**src/bsp_pkg.sv**
```systemverilog
// Operation
// - the eight-bit organisation has two active-low nibble write masks instead of byte masks.
// - nibble masks are sampled on rising edges of both input clocks, one sample per data beat.
// - a high nibble mask leaves that stored nibble unchanged and ignores its input data.
// - each nibble mask is captured on the same edge as the data beat it qualifies.
// - the address is captured on the positive input clock rise when a read or write starts.
// - address inputs are ignored on cycles where the concerned port is not selected.
// - read data is driven on both output clock rises, or both input clock rises in single clock mode.
// - read data outputs stay driven for the whole burst, and are tri-stated on the output clock rise after its fourth word.
// - a low write select sampled on the positive input clock rise starts a write.
// - a high write select deselects the write port and write data is ignored.
// - a started write completes and the write select on the following cycle is ignored.
// - write data is sampled on rising edges of both input clocks during valid writes.
// - a low read select at the positive input clock rise starts a four-word sequential read.
package bsp_pkg;
  localparam int DATA_W  = 8;
  localparam int ADDR_W  = 19;
  localparam int NIB_W   = 4;
  localparam int NIBBLES = 2;
  localparam int BURST   = 4;
  localparam int BEAT_W  = 2;
  localparam int LINK_NS = 320;
  localparam int MCLK_NS = 40;
  // samples per link period, for reference
  localparam int LINK_CYC = LINK_NS / MCLK_NS;
endpackage

```
**src/bsp_edge_if.sv**
```systemverilog
`timescale 1ns/1ps
// synchronised clock edges shared between modules
interface bsp_edge_if;
  logic kRise;
  logic kbRise;
  logic cRise;
  logic cbRise;
  modport src (output kRise, output kbRise, output cRise, output cbRise);
  modport dst (input kRise, input kbRise, input cRise, input cbRise);
endinterface

```
**src/bsp_edge_det.sv**
```systemverilog
`timescale 1ns/1ps
module bsp_edge_det
  import bsp_pkg::*;
(
  // clock and reset
  input  wire logic mclk,
  input  wire logic nrst,
  // raw clocks
  input  wire logic kIn,
  input  wire logic kbIn,
  input  wire logic cIn,
  input  wire logic cbIn,
  // edges
  bsp_edge_if.src   edges
);
  logic [3:0] meta_q, meta_d;
  logic [3:0] sync_q, sync_d;
  logic [3:0] prev_q, prev_d;
  logic [3:0] rise;

  always_comb begin
    meta_d = {cbIn, cIn, kbIn, kIn};
    sync_d = meta_q;
    prev_d = sync_q;
  end

  // idle levels {cbIn, cIn, kbIn, kIn}: no false rise after reset
  always_ff @(posedge mclk or negedge nrst) begin
    if (!nrst) begin
      meta_q <= 4'ha;
      sync_q <= 4'ha;
      prev_q <= 4'ha;
    end else begin
      meta_q <= meta_d;
      sync_q <= sync_d;
      prev_q <= prev_d;
    end
  end

  genvar i;
  generate
    for (i = 0; i < 4; i++) begin : gRise
      assign rise[i] = sync_q[i] & ~prev_q[i];
    end
  endgenerate

  assign edges.kRise  = rise[0];
  assign edges.kbRise = rise[1];
  assign edges.cRise  = rise[2];
  assign edges.cbRise = rise[3];
endmodule

```
**src/bsp_sram_ctrl.sv**
```systemverilog
`timescale 1ns/1ps
module bsp_sram_ctrl
  import bsp_pkg::*;
#(
  parameter int DEPTH = 256
)(
  // clock and reset
  input  wire logic              mclk,
  input  wire logic              nrst,
  // link clocks
  input  wire logic              kClk,
  input  wire logic              kClkN,
  input  wire logic              cClk,
  input  wire logic              cClkN,
  input  wire logic              singleClk,
  // controls
  input  wire logic              readSelN,
  input  wire logic              writeSelN,
  input  wire logic [ADDR_W-1:0] shared_addr_in,
  input  wire logic [DATA_W-1:0] writeData,
  input  wire logic              low_nibble_write_mask_n,
  input  wire logic              high_nibble_write_mask_n,
  // read data
  output logic      [DATA_W-1:0] readData,
  output logic      [DATA_W-1:0] readDataOe
);
  localparam int IDX_W = $clog2(DEPTH);

  bsp_edge_if edges();

  bsp_edge_det uEdge (
    .mclk  (mclk),
    .nrst  (nrst),
    .kIn   (kClk),
    .kbIn  (kClkN),
    .cIn   (cClk),
    .cbIn  (cClkN),
    .edges (edges.src)
  );

  // ----------------------------------------
  // pin synchronisers
  // ----------------------------------------
  localparam int SW = 4 + ADDR_W + DATA_W + NIBBLES;
  logic [SW-1:0] pinMeta_q, pinMeta_d;
  logic [SW-1:0] pin_q, pin_d;
  logic          singleMeta_q, single_q;

  always_comb begin
    pinMeta_d = {readSelN, writeSelN, shared_addr_in, writeData,
                 high_nibble_write_mask_n, low_nibble_write_mask_n, 2'h0};
    pin_d     = pinMeta_q;
  end

  always_ff @(posedge mclk or negedge nrst) begin
    if (!nrst) begin
      pinMeta_q    <= '1;
      pin_q        <= '1;
      singleMeta_q <= 1'b0;
      single_q     <= 1'b0;
    end else begin
      pinMeta_q    <= pinMeta_d;
      pin_q        <= pin_d;
      singleMeta_q <= singleClk;
      single_q     <= singleMeta_q;
    end
  end

  // delay synchronised pins to line up with the edge detector's extra stage
  logic [SW-1:0] pinDly_q;
  always_ff @(posedge mclk or negedge nrst) begin
    if (!nrst) begin
      pinDly_q <= '1;
    end else begin
      pinDly_q <= pin_q;
    end
  end

  logic              rdN;
  logic              wrN;
  logic [ADDR_W-1:0] addrS;
  logic [DATA_W-1:0] dataS;
  logic [NIBBLES-1:0] maskS;
  assign rdN   = pinDly_q[SW-1];
  assign wrN   = pinDly_q[SW-2];
  assign addrS = pinDly_q[SW-3 -: ADDR_W];
  assign dataS = pinDly_q[DATA_W+NIBBLES+1 -: DATA_W];
  assign maskS = pinDly_q[3:2];

  // ----------------------------------------
  // storage
  // ----------------------------------------
  logic [DATA_W-1:0] mem [DEPTH];

  // ----------------------------------------
  // write port
  // ----------------------------------------
  typedef enum logic [1:0] {
    W_IDLE = 2'b01,
    W_BUSY = 2'b10
  } bsp_wst_e;

  bsp_wst_e          wSt_q, wSt_d;
  logic [ADDR_W-1:0] wAddr_q, wAddr_d;
  logic [BEAT_W-1:0] wBeat_q, wBeat_d;
  logic              wEn;
  logic [DATA_W-1:0] wMerged;
  logic [IDX_W-1:0]  wIdx;
  logic              dataEdge;

  assign dataEdge = edges.kRise | edges.kbRise;

  always_comb begin
    wSt_d   = wSt_q;
    wAddr_d = wAddr_q;
    wBeat_d = wBeat_q;
    wEn     = 1'b0;
    case (wSt_q)
      W_IDLE: begin
        if (edges.kRise && !wrN) begin
          wSt_d   = W_BUSY;
          wAddr_d = addrS;
          wBeat_d = '0;
        end
      end
      W_BUSY: begin
        if (dataEdge) begin
          wEn     = 1'b1;
          wBeat_d = wBeat_q + 2'h1;
          if (wBeat_q == BEAT_W'(BURST-1)) begin
            wSt_d = W_IDLE;
          end
        end
      end
      default: wSt_d = W_IDLE;
    endcase
  end

  always_ff @(posedge mclk or negedge nrst) begin
    if (!nrst) begin
      wSt_q   <= W_IDLE;
      wAddr_q <= '0;
      wBeat_q <= '0;
    end else begin
      wSt_q   <= wSt_d;
      wAddr_q <= wAddr_d;
      wBeat_q <= wBeat_d;
    end
  end

  assign wIdx = IDX_W'(wAddr_q * BURST + ADDR_W'(wBeat_q));

  genvar n;
  generate
    for (n = 0; n < NIBBLES; n++) begin : gNib
      assign wMerged[n*NIB_W +: NIB_W] = maskS[n] ? mem[wIdx][n*NIB_W +: NIB_W]
                                                  : dataS[n*NIB_W +: NIB_W];
    end
  endgenerate

  always_ff @(posedge mclk) begin
    if (wEn) begin
      mem[wIdx] <= wMerged;
    end
  end

  // ----------------------------------------
  // read port
  // ----------------------------------------
  typedef enum logic [2:0] {
    R_IDLE = 3'b001,
    R_WAIT = 3'b010,
    R_OUT  = 3'b100
  } bsp_rst_e;

  bsp_rst_e          rSt_q, rSt_d;
  logic [ADDR_W-1:0] rAddr_q, rAddr_d;
  logic [BEAT_W-1:0] rBeat_q, rBeat_d;
  logic [DATA_W-1:0] rData_q, rData_d;
  logic              rOe_q, rOe_d;
  logic              outEdge;
  logic [IDX_W-1:0]  rIdx;

  assign outEdge = single_q ? (edges.kRise | edges.kbRise)
                            : (edges.cRise | edges.cbRise);
  assign rIdx    = IDX_W'(rAddr_q * BURST + ADDR_W'(rBeat_q));

  always_comb begin
    rSt_d   = rSt_q;
    rAddr_d = rAddr_q;
    rBeat_d = rBeat_q;
    rData_d = rData_q;
    rOe_d   = rOe_q;
    case (rSt_q)
      R_IDLE: begin
        if (edges.kRise && !rdN) begin
          rSt_d   = R_WAIT;
          rAddr_d = addrS;
          rBeat_d = '0;
        end
      end
      R_WAIT: begin
        if (outEdge) begin
          rSt_d   = R_OUT;
          rData_d = mem[rIdx];
          rOe_d   = 1'b1;
          rBeat_d = rBeat_q + 2'h1;
        end
      end
      R_OUT: begin
        if (outEdge) begin
          if (rBeat_q == '0) begin
            rSt_d = R_IDLE;
            rOe_d = 1'b0;
          end else begin
            rData_d = mem[rIdx];
            rBeat_d = rBeat_q + 2'h1;
          end
        end
      end
      default: rSt_d = R_IDLE;
    endcase
  end

  always_ff @(posedge mclk or negedge nrst) begin
    if (!nrst) begin
      rSt_q   <= R_IDLE;
      rAddr_q <= '0;
      rBeat_q <= '0;
      rData_q <= '0;
      rOe_q   <= 1'b0;
    end else begin
      rSt_q   <= rSt_d;
      rAddr_q <= rAddr_d;
      rBeat_q <= rBeat_d;
      rData_q <= rData_d;
      rOe_q   <= rOe_d;
    end
  end

  assign readData   = rData_q;
  assign readDataOe = {DATA_W{rOe_q}};
endmodule

```
**config.mk**
```make
export PLATFORM = sky130hd
export DESIGN_NAME = bsp_sram_ctrl
export DESIGN_NICKNAME = d
export VERILOG_FILES = /design/src/bsp_pkg.sv /design/src/bsp_edge_if.sv /design/src/bsp_edge_det.sv /design/src/bsp_sram_ctrl.sv
export SDC_FILE = /design/constraint.sdc
export NUM_CORES = 2
export LEC_CHECK = 0
export CAP_MARGIN = 30
export CORE_ASPECT_RATIO = 1.75
export CORE_MARGIN = 2
export CORE_UTILIZATION = 57
export DETAILED_ROUTE_END_ITERATION = 10
export DONT_BUFFER_PORTS = 1
export MAX_ROUTING_LAYER = met4
export PLACE_DENSITY_LB_ADDON = 0.08
export SLEW_MARGIN = 30
export SYNTH_ARGS = -nofsm -noshare
export SYNTH_HDL_FRONTEND = slang
export SYNTH_SLANG_ARGS = --single-unit
```
**constraint.sdc**
```tcl
create_clock -name mclk -period 3.4 [get_ports mclk]
set_input_delay 0 -clock mclk [delete_from_list [all_inputs] [get_ports mclk]]
set_output_delay 0 -clock mclk [all_outputs]
set_load 0.01 [all_outputs]
```
== After elaboration in Yosys (flattened, before gate mapping) ==
Memories as Yosys holds them, arrays and structs flattened.
Cells that the tools add are included.
Storage, ports and cells
  register bits: 143
  bits in latches: 0
  bits in writable memories: 2048
  bits in read-only memories: 0
  input port bits: 38
  output and inout port bits: 16
  logic and storage cells: 97
  memories kept: 1
Operators by class
  add/subtract/negate cells: 4
  multipliers: 0
  divide/modulo/power cells: 0
  magnitude comparators: 0
  equality and inequality tests: 16
  shifts and indexed selects: 0
  multiplexer cells: 32
  bitwise logic cells: 10
  reductions and logical operators: 18
Memories
  mem: depth 256, width 8, rd ports 1, clocked after memory_dff 0, wr ports 1, RTL line bsp_sram_ctrl.sv:93  | logic [DATA_W-1:0] mem [DEPTH];
Operator list (number)
  $mux 8: 3
  $mux 2: 9
  $add 8x2->8: 2
  $ne 2x2->1 const B: 8
  $pmux 8 s2: 1
  $mux 3: 4
  $reduce_and 4->1: 3
  $pmux 3 s3: 1
  $mux 1: 8
  $mux 4: 2
  $pmux 2 s2: 2
  $reduce_and 2->1: 4
  $pmux 2 s3: 1
  $reduce_and 3->1: 2
  $reduce_and 5->1: 1
  $add 2x1->2 const B: 2
  $and 1x1->1: 4
  $eq 2x2->1 const B: 2
  $not 1->1: 4
  $reduce_bool 2->1: 2
  $eq 3x1->1 const B: 1
  $eq 3x2->1 const B: 1
  $eq 3x3->1 const B: 1
  $reduce_bool 3->1: 1
  other kinds (7): 11

== Longest topological paths before layout ==
  depth in word-level cells: 8
  gate-level depth with buffers: 16
  gate-level depth less buffers: 9

== By module ==
A second synthesis with hierarchy kept.
Second synthesis, totals
  cells, all modules: 4463
  area total of the unflattened synthesis: 84621.2 um2
Modules (own cells, without submodules)
  bsp_sram_ctrl: times used 1, cells an instance 4447, area an instance 84258.3 um2, seq. area each 63721.1 um2
  bsp_edge_det: times used 1, cells an instance 16, area an instance 362.8 um2, seq. area each 307.8 um2

== Worst setup path before layout ==
Ideal clock, no wire load.
  path kind: reg-to-reg
  start point: register rBeat_q[0]
  end point: register rData_q[4] (netlist: readData[4])
  setup time: 0.064 ns
  data arrival time: 3.327 ns
  data required time: 3.336 ns
  setup slack: 0.008 ns
  cell stages (with the launch flop): 16
  buffers on the path: 7
  clock period less this slack: 3.392 ns
  cell sequence: dfrtp_1 -> buf_6 -> buf_8 -> buf_8 -> buf_8 -> buf_8 -> buf_6 -> buf_6 -> inv_1 -> ha_1 -> or3b_1 -> a21oi_1 -> nand4b_1 -> or4_1 -> nor4_1 -> a211o_1
Between the ends
  longest elaborated chain between the ends: 5
  elaborated cells between the ends (all ways): 9
  those cells by class: 1 x add/sub; 1 x eq/ne; 4 x mux; 2 x reduce/logical; 1 x memory
Ends and longest elaborated chain
  from (decl): RTL line bsp_sram_ctrl.sv:178  | logic [BEAT_W-1:0] rBeat_q, rBeat_d;
  from (signal assigned): RTL line bsp_sram_ctrl.sv:235  | rBeat_q <= rBeat_d;
  $add 8x2->8: RTL line bsp_sram_ctrl.sv:186  | assign rIdx = IDX_W'(rAddr_q * BURST + ADDR_W'(rBeat_q));
  $mem_v2 256x8
  $mux 8: RTL line bsp_sram_ctrl.sv:212  | if (rBeat_q == '0) begin
  $mux 8: RTL line bsp_sram_ctrl.sv:211  | if (outEdge) begin
  $pmux 8 s2: RTL line bsp_sram_ctrl.sv:194  | case (rSt_q)
  to (signal assigned): RTL line bsp_sram_ctrl.sv:236  | rData_q <= rData_d;
  to (decl): RTL line bsp_sram_ctrl.sv:179  | logic [DATA_W-1:0] rData_q, rData_d;
Several ways; a longest one is shown, not always the timed one. The select of a mux whose other input is x is not followed.
A chain may end at the register's enable or synchronous reset.

== Worst setup path in the final report ==
  start point: register rBeat_q[0]
  end point: register rData_q[2] (netlist: readData[2])
The elaborated chain is that of the path after synthesis.

==> key figures <==
Floorplan
  • Area of the die: 0.152 mm2
  • Core Area: 0.148 mm2
  • I/O Pins: 54
  • # rows: 187
  • Die X: 296 um
  • Starting Density: 57.2%
  • Chip height: 514 um

STA
  • Fin crit period: 3.34 ns
  • Endpoints failing setup: 0
  • Tcrit/Tclk final: 98.3%
  • Slew @ Worst Pin: 0.991 ns
  • RSZ-0062 raised after global routing: true
  • Slew margin rel.: 33.9%
  • Final hold violation count: 0
  • Post-Route Skew: 0.0312 ns
  • Fmax: 0.299 GHz
  • Slew Viols, Final: 0

Clock network
  • CTS Buf Count: 181
  • Clock-pin slew on the worst setup and hold paths: 0.07 ns
  • CTS root buffer: clkbuf_16
  • CTS Buffer Depth: 3
  • Clock Latency Late Sink: 0.82 ns
  • CTS sink count: 2146
  • Htree depth: 4
  • CTS tree: yes

Synth
  • Leading post-synthesis cells by cell area: edfxtp_1 73%, mux4_2 8.7%, mux2i_1 3.3%
  • Yosys warnings: 0
  • Main synth FF type: edfxtp_1
  • Syn Area/Cell: 19.2 um2
  • Post-synth EDFFs: 2048
  • Register area share after synthesis: 75.5%
  • Area leader, netlist: edfxtp_1
  • Fraction of registers with async set/reset: 4.57%
  • Cell area after synthesis: 0.0848 mm2
  • FF+latch count, synth: 2146
  • Syn_nets: 4449
  • Synth cell types: 75
  • Synth Instances: 4406
  • Post-synth top area share: 72.5%

Detailed routing
  • Routed length per instance: 33.7 um
  • 1st-pass router iterations: 6
  • Antenna-violating nets left: 0
  • Total number of vias: 43.8k
  • DR iter-0 viols: 4342
  • WL final: 228 mm
  • Drt drc: 0
  • Via-per-instance ratio: 6.47

Global route
  • Largest net degree at the start of global routing: 118
  • Total track usage: 31.7%
  • GRT overflow: 0
  • Initial antenna violation count: 6
  • First-pass GRT wire length: 324 mm
  • Vias in the first global route: 45.2k

Worst setup path
  • Critical Path End: readData[2]
  • Worst r2r src: rBeat_q[0]
  • FF-to-FF setup slack: 0.06 ns
  • CP Launch Type: flop
  • Reg-to-Reg End: readData[2]
  • Crit. Startpoint: rBeat_q[0]
  • Critical path class: reg -> reg
  • Required time of the critical path: 4.07 ns
  • CP arrival: 4.01 ns
  • CP Capture Type: flop
  • FF-to-FF path depth: 11
  • CP max FO: 16

Cells and area
  • NumNets Final: 4667
  • Share of layout cells above drive strength 1: 21.0%
  • Finished Core Util: 64.0%
  • Area Growth Syn to Fin: 11.8%

Power and ir drop
  • Total power: 57.2 mW
  • Peak supply drop: 0.571 mV
  • Leak pwr: 28.9 nW
  • Power density over the cells: 603 mW/mm2

Outcome
  • Status: complete, no violations

Place
  • I/O Buffers: 0
  • GP Congestion: 0.964
  • Post-DP HPWL: 147 mm

Min path
  • Hold Crit Class: in -> async

Job
  • Max Cap Viol: 0
[Yosys cell counts (all sizes together), types with 45 or more instances]
cell / number
a21oi: 55
buf: 153
clkbuf: 143
dfstp: 62
edfxtp: 2048
mux2i: 281
mux4: 392
nand2: 135
nor2: 556
o21ai: 45
o221ai: 52
o22ai: 95
[stage by stage]
stage	instances	hold WS, ns	area (um2)	worst slack [ns]	TNS (ns)
6_report	6768	0.0565	94800	0.0567	0
5_1_grt	6766	0.0748	94800	-0.108	-3.79
4_1_cts	6764	0.0292	94800	0.0413	0
3_5_place_dp	6376	-0.290	88100	0.00572	0
3_3_place_gp	6376	-0.291	88100	-0.263	-0.263
2_1_floorplan	4406	-0.296	84800	0.00817	0
[area by class of cell]
class / count / area, um2
sequential: 2146 / 64100
multi-input combinational: 1951 / 18700
clock inverter: 110 / 1140
tap: 1984 / 2480
timing repair buffer: 332 / 3400
clock buffer: 229 / 4990
inverter: 12 / 50.0
fill: 10166 / 53300
antenna: 4 / 10.0
[layout by cell type, fill, tap and decap left out, types with 9 or more instances in the layout]
master	instances
nor3_1	20
buf_4	223
and2_1	11
edfxtp_1	2048
nand2_2	10
nand2_1	125
a211oi_1	39
bufinv_16	20
mux2_2	14
a22oi_1	35
nor2_1	554
o21ai_0	44
dfstp_2	54
a21oi_1	55
clkinv_2	29
o221ai_1	50
nand3_1	28
buf_12	60
o22ai_1	95
dfrtp_1	32
clkinvlp_4	12
or3_1	10
dlygate4sd3_1	47
clkbuf_8	9
clkbuf_16	190
clkinv_1	36
nor2b_1	10
mux4_1	64
mux4_2	328
nor4_1	17
mux2i_1	281
a2111oi_0	24
a22o_1	9
inv_1	10
clkbuf_1	30
[critical path, cell delays in order, from the launching register on]
cell and delay (ns):
dfrtp_4 0.56, buf_12 0.22, buf_4 0.20, mux4_1 0.60
nand2_1 0.09, nand2_1 0.07, a2111oi_0 0.70, buf_4 0.23
nor3_1 0.07, o211ai_1 0.13, buf_4 0.21, nand3_1 0.10
[worst min-delay path by stage]
stage          startpoint               to  cells past startpoint
6_report             nrst  uEdge.prev_q[3]                      2
5_1_grt              nrst  uEdge.prev_q[3]                      2
4_1_cts              nrst         pin_q[8]                      2
3_5_place_dp         nrst      readData[7]                      0
3_3_place_gp         nrst      readData[7]                      0
2_1_floorplan        nrst       rAddr_q[0]                      0
[registers in the layout, summed over array words and instances, names as in the netlist, 2 cells and up]
name,count
mem,2048
pinDly_q,18
pinMeta_q,18
pin_q,18
rAddr_q,6
rBeat_q,2
rSt_q,3
readData,8
uEdge.meta_q,4
uEdge.prev_d,4
uEdge.prev_q,4
wAddr_q,6
wBeat_q,2
wSt_q,2
[cells by family after synthesis]
group / synth area share (%)
simple gates: 4.19
mux: 14.2
flops: 75.5
compound gates: 3.42
fa+ha+maj: 0.0738
buf+inv: 2.57
xor+xnor: 0.0103
[layer usage]
metal | global-route usage, % | part of all wire (%)
met3 | 4.58 | 6.5
met4 | 16.2 | 6.0
met2 | 54.5 | 54
met1 | 36.0 | 34
met5 | - | 0
[report_power, final]
group          switching, mW  total [mW]  internal, mW
sequential             0.363        29.4          29.1
clock                   9.44        21.4          12.0
combinational           4.12        6.34          2.22
total                   13.9        57.2          43.3
[what timing repair did]
action                     in CTS  in global routing
cloned                          0                  0
hold buffers                   49                  0
hold endpoints to repair      121                  0
buffers inserted                0                  0
setup endpoints to repair       1                105
resized for setup               1                  1
No activity file was read; power rests on OpenSTA's default activity.
